==> src/rtl/credit_limiter_pkg.sv <==
package credit_limiter_pkg;

	// Widths of the admission logic
	localparam int TAG_W = 5;
	localparam int TAG_NUM = 32;
	localparam int BYTE_W = 13;
	localparam int CNT_W = 7;
	localparam int CAP_W = 10;
	localparam int CR_W = 10;

	// Completion space reserved by the core, in credits
	localparam logic [CAP_W-1:0] HDR_CAP = 10'h024;
	localparam logic [CAP_W-1:0] DATA_CAP_77 = 10'h04D;
	localparam logic [CAP_W-1:0] DATA_CAP_205 = 10'h0CD;
	localparam logic [CAP_W-1:0] DATA_CAP_461 = 10'h1CD;
	localparam logic [CAP_W-1:0] DATA_CAP_973 = 10'h3CD;

	// Payload size setting codes: 128, 256, 512, 1024 bytes
	localparam logic [1:0] PAYLOAD_128 = 2'h0;
	localparam logic [1:0] PAYLOAD_256 = 2'h1;
	localparam logic [1:0] PAYLOAD_512 = 2'h2;

	// Configuration space fields
	localparam int MRRS_LSB = 12;
	localparam int MRRS_MSB = 14;
	localparam logic [2:0] MRRS_MAX_CODE = 3'h5;
	localparam logic [2:0] MRRS_DEFAULT = 3'h0;
	localparam int RCB_BIT = 3;
	localparam logic RCB_DEFAULT = 1'h0;
	localparam logic [CR_W-1:0] MRRS_BASE_CREDITS = 10'h008;
	localparam logic [CR_W-1:0] RCB64_CREDITS = 10'h004;
	localparam logic [CR_W-1:0] RCB128_CREDITS = 10'h008;
	localparam logic [CR_W-1:0] DIGESTS_PER_CREDIT = 10'h004;

	// Register word indices
	localparam logic [2:0] REG_CTRL = 3'h0;
	localparam logic [2:0] REG_CAP = 3'h1;
	localparam logic [2:0] REG_STATUS = 3'h2;
	localparam logic [2:0] REG_ISSUED = 3'h3;
	localparam logic [2:0] REG_RETIRED = 3'h4;
	localparam logic [2:0] REG_ORPHAN = 3'h5;
	localparam logic [2:0] REG_STALL = 3'h6;

	// Control fields
	localparam int CTRL_EN = 0;
	localparam int CTRL_USE_CFG = 1;
	localparam int CTRL_DIGEST = 2;
	localparam int CTRL_PERF = 3;
	localparam int CTRL_PAY_LSB = 4;
	localparam int CTRL_W = 6;
	localparam logic [CTRL_W-1:0] CTRL_RST = 6'h01;

	// Status fields
	localparam int ST_CEIL_LSB = 8;
	localparam int ST_HOLD = 16;
	localparam int ST_FULL = 17;
	localparam int ST_MRRS_BAD = 18;

	typedef enum logic [1:0] {GATE_IDLE, GATE_HOLD, GATE_ACK} gate_state_t;

endpackage

==> src/rtl/tracker_if.sv <==
`timescale 1ns/1ps
interface tracker_if;
	import credit_limiter_pkg::*;
	logic alloc_valid;
	logic [TAG_W-1:0] alloc_tag;
	logic [BYTE_W-1:0] alloc_bytes;
	logic cpl_valid;
	logic [TAG_W-1:0] cpl_tag;
	logic [BYTE_W-1:0] cpl_len;
	logic [TAG_W-1:0] query_tag;
	logic query_busy;
	logic done;
	logic orphan;
	modport tracker (input alloc_valid, alloc_tag, alloc_bytes, cpl_valid, cpl_tag, cpl_len,
		query_tag, output query_busy, done, orphan);
	modport owner (output alloc_valid, alloc_tag, alloc_bytes, cpl_valid, cpl_tag, cpl_len,
		query_tag, input query_busy, done, orphan);
endinterface

==> src/rtl/completion_credit_limiter.sv <==
// Behaviour
// - issue a non-posted request only when reserved completion space can take all replies.
// - kept end-to-end digests count as completion data payload.
// - read size limit from device control bits 14:12; codes 110b, 111b reserved.
// - without that field assume 128 bytes, eight data credits.
// - completion boundary from link control bit 3: 64 or 128 bytes.
// - without that bit assume a 64 byte completion boundary.
// - completers split replies only on aligned boundaries, except first and last.
// - reserve one header credit per boundary block the reply could span.
// - headers per full read are read limit over boundary, rounded up.
// - reads fitting data pool are data capacity over read credits, rounded down.
// - reads fitting header pool are header capacity over headers per read, down.
// - ceiling on outstanding requests is the smaller of both pool counts.
// - outstanding counter resets to zero and stays between zero and ceiling.
// - counter moves by one when a non-posted request is sent.
// - counter moves back by one once all completions of a request arrived.
// - every request costs a full maximum-size block, whatever its size.
// - the streaming method must take completions and posted writes at line rate.
// - for streaming the receive ready must stay asserted continuously.
//
// Local design decisions: the Avalon-MM slave port and the register offsets.
`timescale 1ns/1ps
module completion_credit_limiter
	import credit_limiter_pkg::*;
(
	input wire logic clk_sys,
	input wire logic nrst,
	input wire logic [2:0] avs_address,
	input wire logic avs_read,
	input wire logic avs_write,
	input wire logic [31:0] avs_writedata,
	output logic [31:0] avs_readdata,
	output logic avs_waitrequest,
	input wire logic [15:0] cfg_dcommand,
	input wire logic [15:0] cfg_lcommand,
	input wire logic np_req_valid,
	input wire logic [TAG_W-1:0] np_req_tag,
	input wire logic [BYTE_W-1:0] np_req_bytes,
	output logic np_req_done,
	output logic tx_np_valid,
	output logic [TAG_W-1:0] tx_np_tag,
	input wire logic tx_np_ready,
	input wire logic cpl_valid,
	input wire logic [TAG_W-1:0] cpl_tag,
	input wire logic [BYTE_W-1:0] cpl_len,
	output logic cpl_ready,
	output logic at_ceiling
);
	tracker_if trk ();

	gate_state_t state_r;
	gate_state_t state_nxt;
	logic [CTRL_W-1:0] ctrl_r;
	logic [CNT_W-1:0] cap_r;
	logic [CNT_W-1:0] outstanding_nonposted_counter_r;
	logic [CNT_W-1:0] count_nxt;
	logic [CNT_W-1:0] nonposted_ceiling_r;
	logic [TAG_W-1:0] tag_r;
	logic [BYTE_W-1:0] bytes_r;
	logic [31:0] issued_r;
	logic [31:0] retired_r;
	logic [31:0] orphan_r;
	logic [31:0] stall_r;
	logic [31:0] readdata_r;
	logic waitrequest_r;
	logic done_r;
	logic tx_valid_r;
	logic cpl_ready_r;
	logic full_r;

	// Configuration inputs, or the defaults when software says not to use them
	wire use_cfg = ctrl_r[CTRL_USE_CFG];
	wire [2:0] mrrs_field = cfg_dcommand[MRRS_MSB:MRRS_LSB];
	wire mrrs_bad = mrrs_field > MRRS_MAX_CODE;
	// A reserved code falls back to the smallest read limit
	wire [2:0] mrrs_code = (use_cfg && !mrrs_bad) ? mrrs_field : MRRS_DEFAULT;
	wire rcb_sel = use_cfg ? cfg_lcommand[RCB_BIT] : RCB_DEFAULT;
	wire [CNT_W-1:0] ceiling_calc;

	credit_ceiling_calc u_calc (
		.payload_code(ctrl_r[CTRL_PAY_LSB +: 2]),
		.perf_high(ctrl_r[CTRL_PERF]),
		.mrrs_code(mrrs_code),
		.rcb_sel(rcb_sel),
		.digest_kept(ctrl_r[CTRL_DIGEST]),
		.ceiling(ceiling_calc)
	);

	tag_tracker u_trk (
		.clk_sys(clk_sys),
		.nrst(nrst),
		.trk(trk.tracker)
	);

	// Software cap may only lower the computed ceiling
	wire cap_on = (cap_r != '0) && (cap_r < nonposted_ceiling_r);
	wire [CNT_W-1:0] eff_ceiling = cap_on ? cap_r : nonposted_ceiling_r;
	wire below_ceiling = outstanding_nonposted_counter_r < eff_ceiling;
	wire gate_open = ctrl_r[CTRL_EN] & below_ceiling & ~trk.query_busy;
	wire take = (state_r == GATE_IDLE) & np_req_valid & gate_open;
	wire sent = (state_r == GATE_HOLD) & tx_np_ready;
	wire retire = trk.done;
	wire stalled = (state_r == GATE_IDLE) & np_req_valid & ~gate_open;

	assign trk.alloc_valid = sent;
	assign trk.alloc_tag = tag_r;
	assign trk.alloc_bytes = bytes_r;
	assign trk.cpl_valid = cpl_valid & cpl_ready_r;
	assign trk.cpl_tag = cpl_tag;
	assign trk.cpl_len = cpl_len;
	assign trk.query_tag = np_req_tag;

	// Gate sequence: take a held request, offer it to the core, acknowledge the user
	always_comb
	begin
		state_nxt = state_r;
		case (state_r)
			GATE_IDLE:
			begin
				if (take)
					state_nxt = GATE_HOLD;
			end
			GATE_HOLD:
			begin
				if (tx_np_ready)
					state_nxt = GATE_ACK;
			end
			GATE_ACK:
				state_nxt = GATE_IDLE;
			default:
				state_nxt = GATE_IDLE;
		endcase
	end

	// Up on send, down on full retirement; never below zero
	always_comb
	begin
		count_nxt = outstanding_nonposted_counter_r;
		if (sent && !retire)
			count_nxt = CNT_W'(outstanding_nonposted_counter_r + 1'b1);
		else if (retire && !sent && outstanding_nonposted_counter_r != '0)
			count_nxt = CNT_W'(outstanding_nonposted_counter_r - 1'b1);
	end

	always_ff @(posedge clk_sys or negedge nrst)
	begin
		if (!nrst)
		begin
			state_r <= GATE_IDLE;
			outstanding_nonposted_counter_r <= '0;
			nonposted_ceiling_r <= '0;
			tag_r <= '0;
			bytes_r <= '0;
		end
		else
		begin
			state_r <= state_nxt;
			outstanding_nonposted_counter_r <= count_nxt;
			nonposted_ceiling_r <= ceiling_calc;
			if (take)
			begin
				tag_r <= np_req_tag;
				bytes_r <= np_req_bytes;
			end
		end
	end

	// Handshake outputs toward the user and the core
	always_ff @(posedge clk_sys or negedge nrst)
	begin
		if (!nrst)
		begin
			tx_valid_r <= 1'b0;
			done_r <= 1'b0;
		end
		else
		begin
			tx_valid_r <= (state_nxt == GATE_HOLD);
			done_r <= sent;
		end
	end

	// Receive side and ceiling flag
	always_ff @(posedge clk_sys or negedge nrst)
	begin
		if (!nrst)
		begin
			cpl_ready_r <= 1'b0;
			full_r <= 1'b0;
		end
		else
		begin
			// Completions are always taken, so the reserved space never backs up
			cpl_ready_r <= 1'b1;
			full_r <= count_nxt >= eff_ceiling;
		end
	end

	// Register index match, shared by the read select and every write strobe
	function automatic logic at_reg(input logic [2:0] adr, input logic [2:0] idx);
		return adr == idx;
	endfunction

	// Register slave: every access answers on the second edge
	wire acc = (avs_read | avs_write) & waitrequest_r;
	wire wr_fire = avs_write & ~waitrequest_r;
	wire wr_ctrl = wr_fire & at_reg(avs_address, REG_CTRL);
	wire wr_cap = wr_fire & at_reg(avs_address, REG_CAP);
	// Any write to a statistics word clears it
	wire clr_issued = wr_fire & at_reg(avs_address, REG_ISSUED);
	wire clr_retired = wr_fire & at_reg(avs_address, REG_RETIRED);
	wire clr_orphan = wr_fire & at_reg(avs_address, REG_ORPHAN);
	wire clr_stall = wr_fire & at_reg(avs_address, REG_STALL);

	wire [31:0] status_word = {13'h0000, mrrs_bad & use_cfg, full_r,
		state_r != GATE_IDLE, 1'b0, nonposted_ceiling_r, 1'b0,
		outstanding_nonposted_counter_r};
	wire [31:0] rd_mux =
		at_reg(avs_address, REG_CTRL) ? {26'h0, ctrl_r} :
		at_reg(avs_address, REG_CAP) ? {25'h0, cap_r} :
		at_reg(avs_address, REG_STATUS) ? status_word :
		at_reg(avs_address, REG_ISSUED) ? issued_r :
		at_reg(avs_address, REG_RETIRED) ? retired_r :
		at_reg(avs_address, REG_ORPHAN) ? orphan_r :
		at_reg(avs_address, REG_STALL) ? stall_r : 32'h0000_0000;

	// Handshake and read capture
	always_ff @(posedge clk_sys or negedge nrst)
	begin
		if (!nrst)
		begin
			waitrequest_r <= 1'b1;
			readdata_r <= '0;
		end
		else
		begin
			waitrequest_r <= ~acc;
			if (acc && avs_read)
				readdata_r <= rd_mux;
		end
	end

	// Software control words
	always_ff @(posedge clk_sys or negedge nrst)
	begin
		if (!nrst)
		begin
			ctrl_r <= CTRL_RST;
			cap_r <= '0;
		end
		else
		begin
			if (wr_ctrl)
				ctrl_r <= avs_writedata[CTRL_W-1:0];
			if (wr_cap)
				cap_r <= avs_writedata[CNT_W-1:0];
		end
	end

	// Statistics; a software clear wins over an event in the same cycle
	always_ff @(posedge clk_sys or negedge nrst)
	begin
		if (!nrst)
			issued_r <= '0;
		else if (clr_issued)
			issued_r <= '0;
		else if (sent)
			issued_r <= issued_r + 32'h0000_0001;
	end

	always_ff @(posedge clk_sys or negedge nrst)
	begin
		if (!nrst)
			retired_r <= '0;
		else if (clr_retired)
			retired_r <= '0;
		else if (retire)
			retired_r <= retired_r + 32'h0000_0001;
	end

	always_ff @(posedge clk_sys or negedge nrst)
	begin
		if (!nrst)
			orphan_r <= '0;
		else if (clr_orphan)
			orphan_r <= '0;
		else if (trk.orphan)
			orphan_r <= orphan_r + 32'h0000_0001;
	end

	always_ff @(posedge clk_sys or negedge nrst)
	begin
		if (!nrst)
			stall_r <= '0;
		else if (clr_stall)
			stall_r <= '0;
		else if (stalled)
			stall_r <= stall_r + 32'h0000_0001;
	end

	assign avs_readdata = readdata_r;
	assign avs_waitrequest = waitrequest_r;
	assign np_req_done = done_r;
	assign tx_np_valid = tx_valid_r;
	assign tx_np_tag = tag_r;
	assign cpl_ready = cpl_ready_r;
	assign at_ceiling = full_r;
endmodule

==> src/rtl/credit_ceiling_calc.sv <==
`timescale 1ns/1ps
module credit_ceiling_calc
	import credit_limiter_pkg::*;
(
	input wire logic [1:0] payload_code,
	input wire logic perf_high,
	input wire logic [2:0] mrrs_code,
	input wire logic rcb_sel,
	input wire logic digest_kept,
	output logic [CNT_W-1:0] ceiling
);
	function automatic logic [CAP_W-1:0] data_capacity(input logic [1:0] code, input logic hi);
		logic [CAP_W-1:0] v;
		v = 10'h000;
		if (code == PAYLOAD_128 || code == PAYLOAD_256)
			v = hi ? DATA_CAP_205 : DATA_CAP_77;
		else if (code == PAYLOAD_512)
			v = hi ? DATA_CAP_461 : DATA_CAP_205;
		else
			v = hi ? DATA_CAP_973 : DATA_CAP_461;
		return v;
	endfunction

	wire [CR_W-1:0] mrrs_cr = CR_W'(MRRS_BASE_CREDITS << mrrs_code);
	wire [CR_W-1:0] rcb_cr = rcb_sel ? RCB128_CREDITS : RCB64_CREDITS;
	// Headers per full-size read, rounded up
	wire [CR_W-1:0] hdr_per = CR_W'((mrrs_cr + rcb_cr - 10'h001) / rcb_cr);
	// Kept digests add one word per completion to the data
	wire [CR_W-1:0] digest_cr = digest_kept ?
		CR_W'((hdr_per + DIGESTS_PER_CREDIT - 10'h001) / DIGESTS_PER_CREDIT) : 10'h000;
	wire [CR_W-1:0] data_per = CR_W'(mrrs_cr + digest_cr);
	wire [CAP_W-1:0] fit_data = data_capacity(payload_code, perf_high) / data_per;
	wire [CAP_W-1:0] fit_hdr = HDR_CAP / hdr_per;
	wire [CAP_W-1:0] fit_min = (fit_data < fit_hdr) ? fit_data : fit_hdr;
	assign ceiling = CNT_W'(fit_min);
endmodule

==> src/rtl/tag_tracker.sv <==
`timescale 1ns/1ps
module tag_tracker
	import credit_limiter_pkg::*;
(
	input wire logic clk_sys,
	input wire logic nrst,
	tracker_if.tracker trk
);
	logic [BYTE_W-1:0] remain_r [TAG_NUM];
	logic [TAG_NUM-1:0] busy_r;
	logic done_r;
	logic orphan_r;

	wire [BYTE_W-1:0] cur_remain = remain_r[trk.cpl_tag];
	wire cpl_hit = trk.cpl_valid & busy_r[trk.cpl_tag];
	// Request retires when this completion carries its last bytes
	wire cpl_last = cpl_hit & (cur_remain <= trk.cpl_len);

	assign trk.query_busy = busy_r[trk.query_tag];
	assign trk.done = done_r;
	assign trk.orphan = orphan_r;

	genvar i;
	generate
		for (i = 0; i < TAG_NUM; i++)
		begin : g_tag
			always_ff @(posedge clk_sys or negedge nrst)
			begin
				if (!nrst)
					busy_r[i] <= 1'b0;
				else if (trk.alloc_valid && trk.alloc_tag == TAG_W'(i))
					busy_r[i] <= 1'b1;
				else if (cpl_last && trk.cpl_tag == TAG_W'(i))
					busy_r[i] <= 1'b0;
			end
		end
	endgenerate

	always_ff @(posedge clk_sys)
	begin
		if (trk.alloc_valid)
			remain_r[trk.alloc_tag] <= trk.alloc_bytes;
		if (cpl_hit && !cpl_last)
			remain_r[trk.cpl_tag] <= cur_remain - trk.cpl_len;
	end

	always_ff @(posedge clk_sys or negedge nrst)
	begin
		if (!nrst)
		begin
			done_r <= 1'b0;
			orphan_r <= 1'b0;
		end
		else
		begin
			done_r <= cpl_last;
			orphan_r <= trk.cpl_valid & ~busy_r[trk.cpl_tag];
		end
	end
endmodule

==> config.mk <==
export PLATFORM = sky130hd
export DESIGN_NAME = completion_credit_limiter
export DESIGN_NICKNAME = d
export VERILOG_FILES = /design/src/rtl/credit_limiter_pkg.sv /design/src/rtl/tracker_if.sv /design/src/rtl/completion_credit_limiter.sv /design/src/rtl/credit_ceiling_calc.sv /design/src/rtl/tag_tracker.sv
export SDC_FILE = /design/constraint.sdc
export NUM_CORES = 1
export LEC_CHECK = 0
export BUFFER_PORTS_ARGS = -buffer_cell sky130_fd_sc_hd__buf_2
export CAP_MARGIN = 20
export CORE_UTILIZATION = 34
export CTS_CLUSTER_SIZE = 8
export DETAILED_ROUTE_END_ITERATION = 7
export GPL_TIMING_DRIVEN = 0
export HOLD_SLACK_MARGIN = 0.03
export SLEW_MARGIN = 30
export SYNTH_ARGS = -nofsm -noshare
export SYNTH_HDL_FRONTEND = slang
export SYNTH_HIERARCHICAL = 1
export SYNTH_SLANG_ARGS = --single-unit
==> constraint.sdc <==
create_clock -name clk_sys -period 61.8 [get_ports clk_sys]
set_input_delay 3.09 -clock clk_sys [delete_from_list [all_inputs] [get_ports clk_sys]]
set_output_delay 3.09 -clock clk_sys [all_outputs]
set_load 0.02 [all_outputs]
==> impl_metrics.csv <==
group,metric,value,unit
status,status,"finished, final reports clean",
global_routing,overflow,0,
global_routing,grt_pass1_wl,195400,um
synth,synth_cell_types,124,
timing,fmax,26.26,MHz
placed_design,io_buffers,94,
clocking,clk_latency,0.67,ns
die,initial_core_util,34.38,%
timing,timing.final.crit_share,61.62,%
global_routing,track_usage,19.90,%
clocking,cts-root-buf,"clkbuf_16",
finish,nets,4216,
synth,synthTopCellsByCount,"416 x edfxtp_1, 332 x mux2_2, 248 x nor2_1, 244 x dfrtp_1, 230 x nand2_1",
worst_setup_path,max_stage_delay,0.77,ns
clocking,clock-sinks,662,
placed_design,pre_cts_ws,23.31,ns
die,row_count,130,
worst_setup_path,r2r-end,"nonposted_ceiling_r[3]",
hold_path,whs_path_depth,2,
synth,yosysWarnings,6,
synth,synth_edf_count,416,
hold_path,hp-class,"reg -> reg",
global_routing,grt_pass1_vias,30950,
finish,n_fill_cell,12180,
worst_setup_path,worstPathRequired,62.34,ns
finish,seqCellArea,18650,um^2
clocking,h-tree-depth,3,
synth,synthTopCellsByArea,"edfxtp_1 29%, dfrtp_1 14%, mux2_2 8.6%, mux4_2 8.0%, ha_1 4.8%",
synth,yosysTopAreaCell,"edfxtp_1",
synth,synth_top_area_share,28.86,%
clocking,hold_buffers,0,
synth,synth_area,43280,um^2
worst_setup_path,ff2ff_path_depth,145,
clocking,cts_tree,"yes",
synth,netlist_instances,3738,
worst_setup_path,cp.arrival,38.62,ns
die,dieHeight,358.8,um
placed_design,place_congestion,0.9189,
detailed_routing,drtIter0Drc,3273,
die,fp.dieW,358.8,um
synth,synthesis.nets,4016,
hold_path,worstHoldStart,"avs_readdata[3]",
die,core,125900,um^2
timing,setup_tns,0,ns
detailed_routing,via_count,31980,
placed_design,place_area,46100,um^2
clocking,clock_path_buffers,3,
timing,skew,0.04854,ns
synth,yosysMostFrequentCell,"edfxtp_1",
synth,synth_seq_cells,662,
synth,syn_avg_cell_area,11.58,um^2
die,dieArea,128700,um^2
timing,finalHoldViolCount,0,
finish,multi_input_area,22900,um^2
timing,layout_setup_ws,23.72,ns
detailed_routing,drc,0,
clocking,post_cts_resized,0,
timing,slew_headroom,29.13,%
finish,area_growth,12.64,%
flow_run,max_cap_viol_count,0,
timing,whs,0.4718,ns
worst_setup_path,end_kind,"register",
clocking,numCtsBuffers,92,
timing,finalSetupViolCount,0,
worst_setup_path,timing.rr.start,"ctrl_r[1]",
detailed_routing,routedWlPerCell,22.91,um
worst_setup_path,crit_path_frequent_cell,"ha_1",
global_routing,grt_max_degree,84,
timing,maxSlewViolCount,0,
die,ios,152,
clocking,clkTransAtPathRegs,0.05,ns
worst_setup_path,setup.worst_path.class,"in -> reg",
global_routing,antenna_found_initial,14,
finish,stdcell_area,48750,um^2
detailed_routing,postRouteAntennaNets,0,
timing,worst_slew_pin_slew,1.059,ns
worst_setup_path,slowest_stage,"o211ai_1",
detailed_routing,totalWireLength,129300,um
detailed_routing,vias_per_cell,5.666,
detailed_routing,firstDrtPassIters,6,
worst_setup_path,rrSetupSlack,25.64,ns
clocking,postCtsSetupRepairBufs,0,
synth,async_flop_share,37.16,%
finish,drive_above_1_share,23.20,%
timing,rsz0062_at_grt,"false",
timing,fin_crit,38.08,ns
synth,ys.flop_type,"edfxtp_1",
worst_setup_path,crit_fanout,14,
worst_setup_path,critPathLaunchType,"input port",
hold_path,holdPathEnd,"avs_readdata[3]",
synth,ys_seq_area_share,43.09,%
placed_design,hpwlAfterDp,98680,um
[final cells by class]
class	instances	share of cell area, %
antenna	4	0.02053
buffer	289	2.903
clock buffer	140	5.112
clock inverter	7	0.2874
inverter	106	0.8315
multi-input combinational	2681	46.97
sequential	662	38.25
tap	1650	4.235
timing repair buffer	106	1.383
[cells in the final DEF, fill, tap and decap left out, types with 28 or more instances in the layout]
cell	n
edfxtp_1	416
mux2_2	332
nor2_1	247
dfrtp_1	244
nand2_1	230
clkbuf_1	218
o21ai_0	183
ha_1	166
mux4_2	154
a21oi_1	141
buf_2	138
mux2i_1	130
inv_1	96
clkbuf_16	92
xor2_1	82
nand3_1	78
a21o_1	70
and3_1	69
xnor2_1	67
mux2_1	65
nor3_1	48
nand4_1	45
nand2b_1	41
or3_1	37
mux2_4	36
o21a_1	35
buf_6	32
nor2b_1	30
a211oi_1	28
o31ai_1	28
[layer usage]
layer  part of all wire [%]  wire length, um  GRT usage (%)
met5                  0.049               64              0
met4                    2.6             3299          5.924
met3                    7.3             9382          3.269
met2                     46            59230          31.42
met1                     44            57370          27.93
[worst max-delay path, delay by kind of cell]
kind	cells	cell delay, ns
AND/OR/NAND/NOR	44	8.64
AO/OA/AOI/OAI	54	12.81
multiplexers	8	2.65
adder cells (fa/ha/maj)	20	5.98
XOR/XNOR	2	0.53
buffers and inverters	18	4.84
[sequential cells by signal, indices dropped and copies added (netlist names)]
register and count:
orphan_r 32, outstanding_nonposted_counter_r 7, u_trk/trk.orphan 1, avs_readdata 32, state_r 2, cpl_ready 1
tx_np_valid 1, stall_r 32, issued_r 32, u_trk/busy_r 32, ctrl_r 6, cap_r 7
retired_r 32, u_trk/trk.done 1, u_trk/remain_r 416, at_ceiling 1, bytes_r 13, np_req_done 1
avs_waitrequest 1, nonposted_ceiling_r 7, tx_np_tag 5
[per-stage QoR]
step                utilization [%]  cells
floorplan                         -   3738
global placement              36.39   5482
detailed placement            36.62   5494
CTS                           38.71   5641
global route                  38.72   5643
finish                        38.72   5645
[how the worst max path moves through the flow]
stage | slack [ns] | startpoint | endpoint
3_3_place_gp | 22.64 | cfg_lcommand[3] | nonposted_ceiling_r[5]
5_1_grt | 20.81 | cfg_lcommand[3] | nonposted_ceiling_r[3]
6_report | 23.72 | cfg_lcommand[3] | nonposted_ceiling_r[3]
3_5_place_dp | 23.31 | cfg_lcommand[3] | nonposted_ceiling_r[4]
4_1_cts | 23.85 | cfg_lcommand[3] | nonposted_ceiling_r[4]
2_1_floorplan | 30.68 | cfg_dcommand[14] | nonposted_ceiling_r[4]
[kinds of logic after synthesis]
logic type | Yosys count | share of synthesized area, %
xor gates and xnor gates | 149 | 3.015
and+or+nand+nor | 959 | 11.50
muxes | 719 | 22.68
DFF | 662 | 43.09
AOI/OAI and AO/OA | 684 | 10.61
adders and majority gates | 169 | 4.914
other | 1 | 0.008664
buffers and inverters | 395 | 4.180
Power is not shown: default switching activity piles up to over one toggle a cycle in this logic, so the estimate is an artifact.
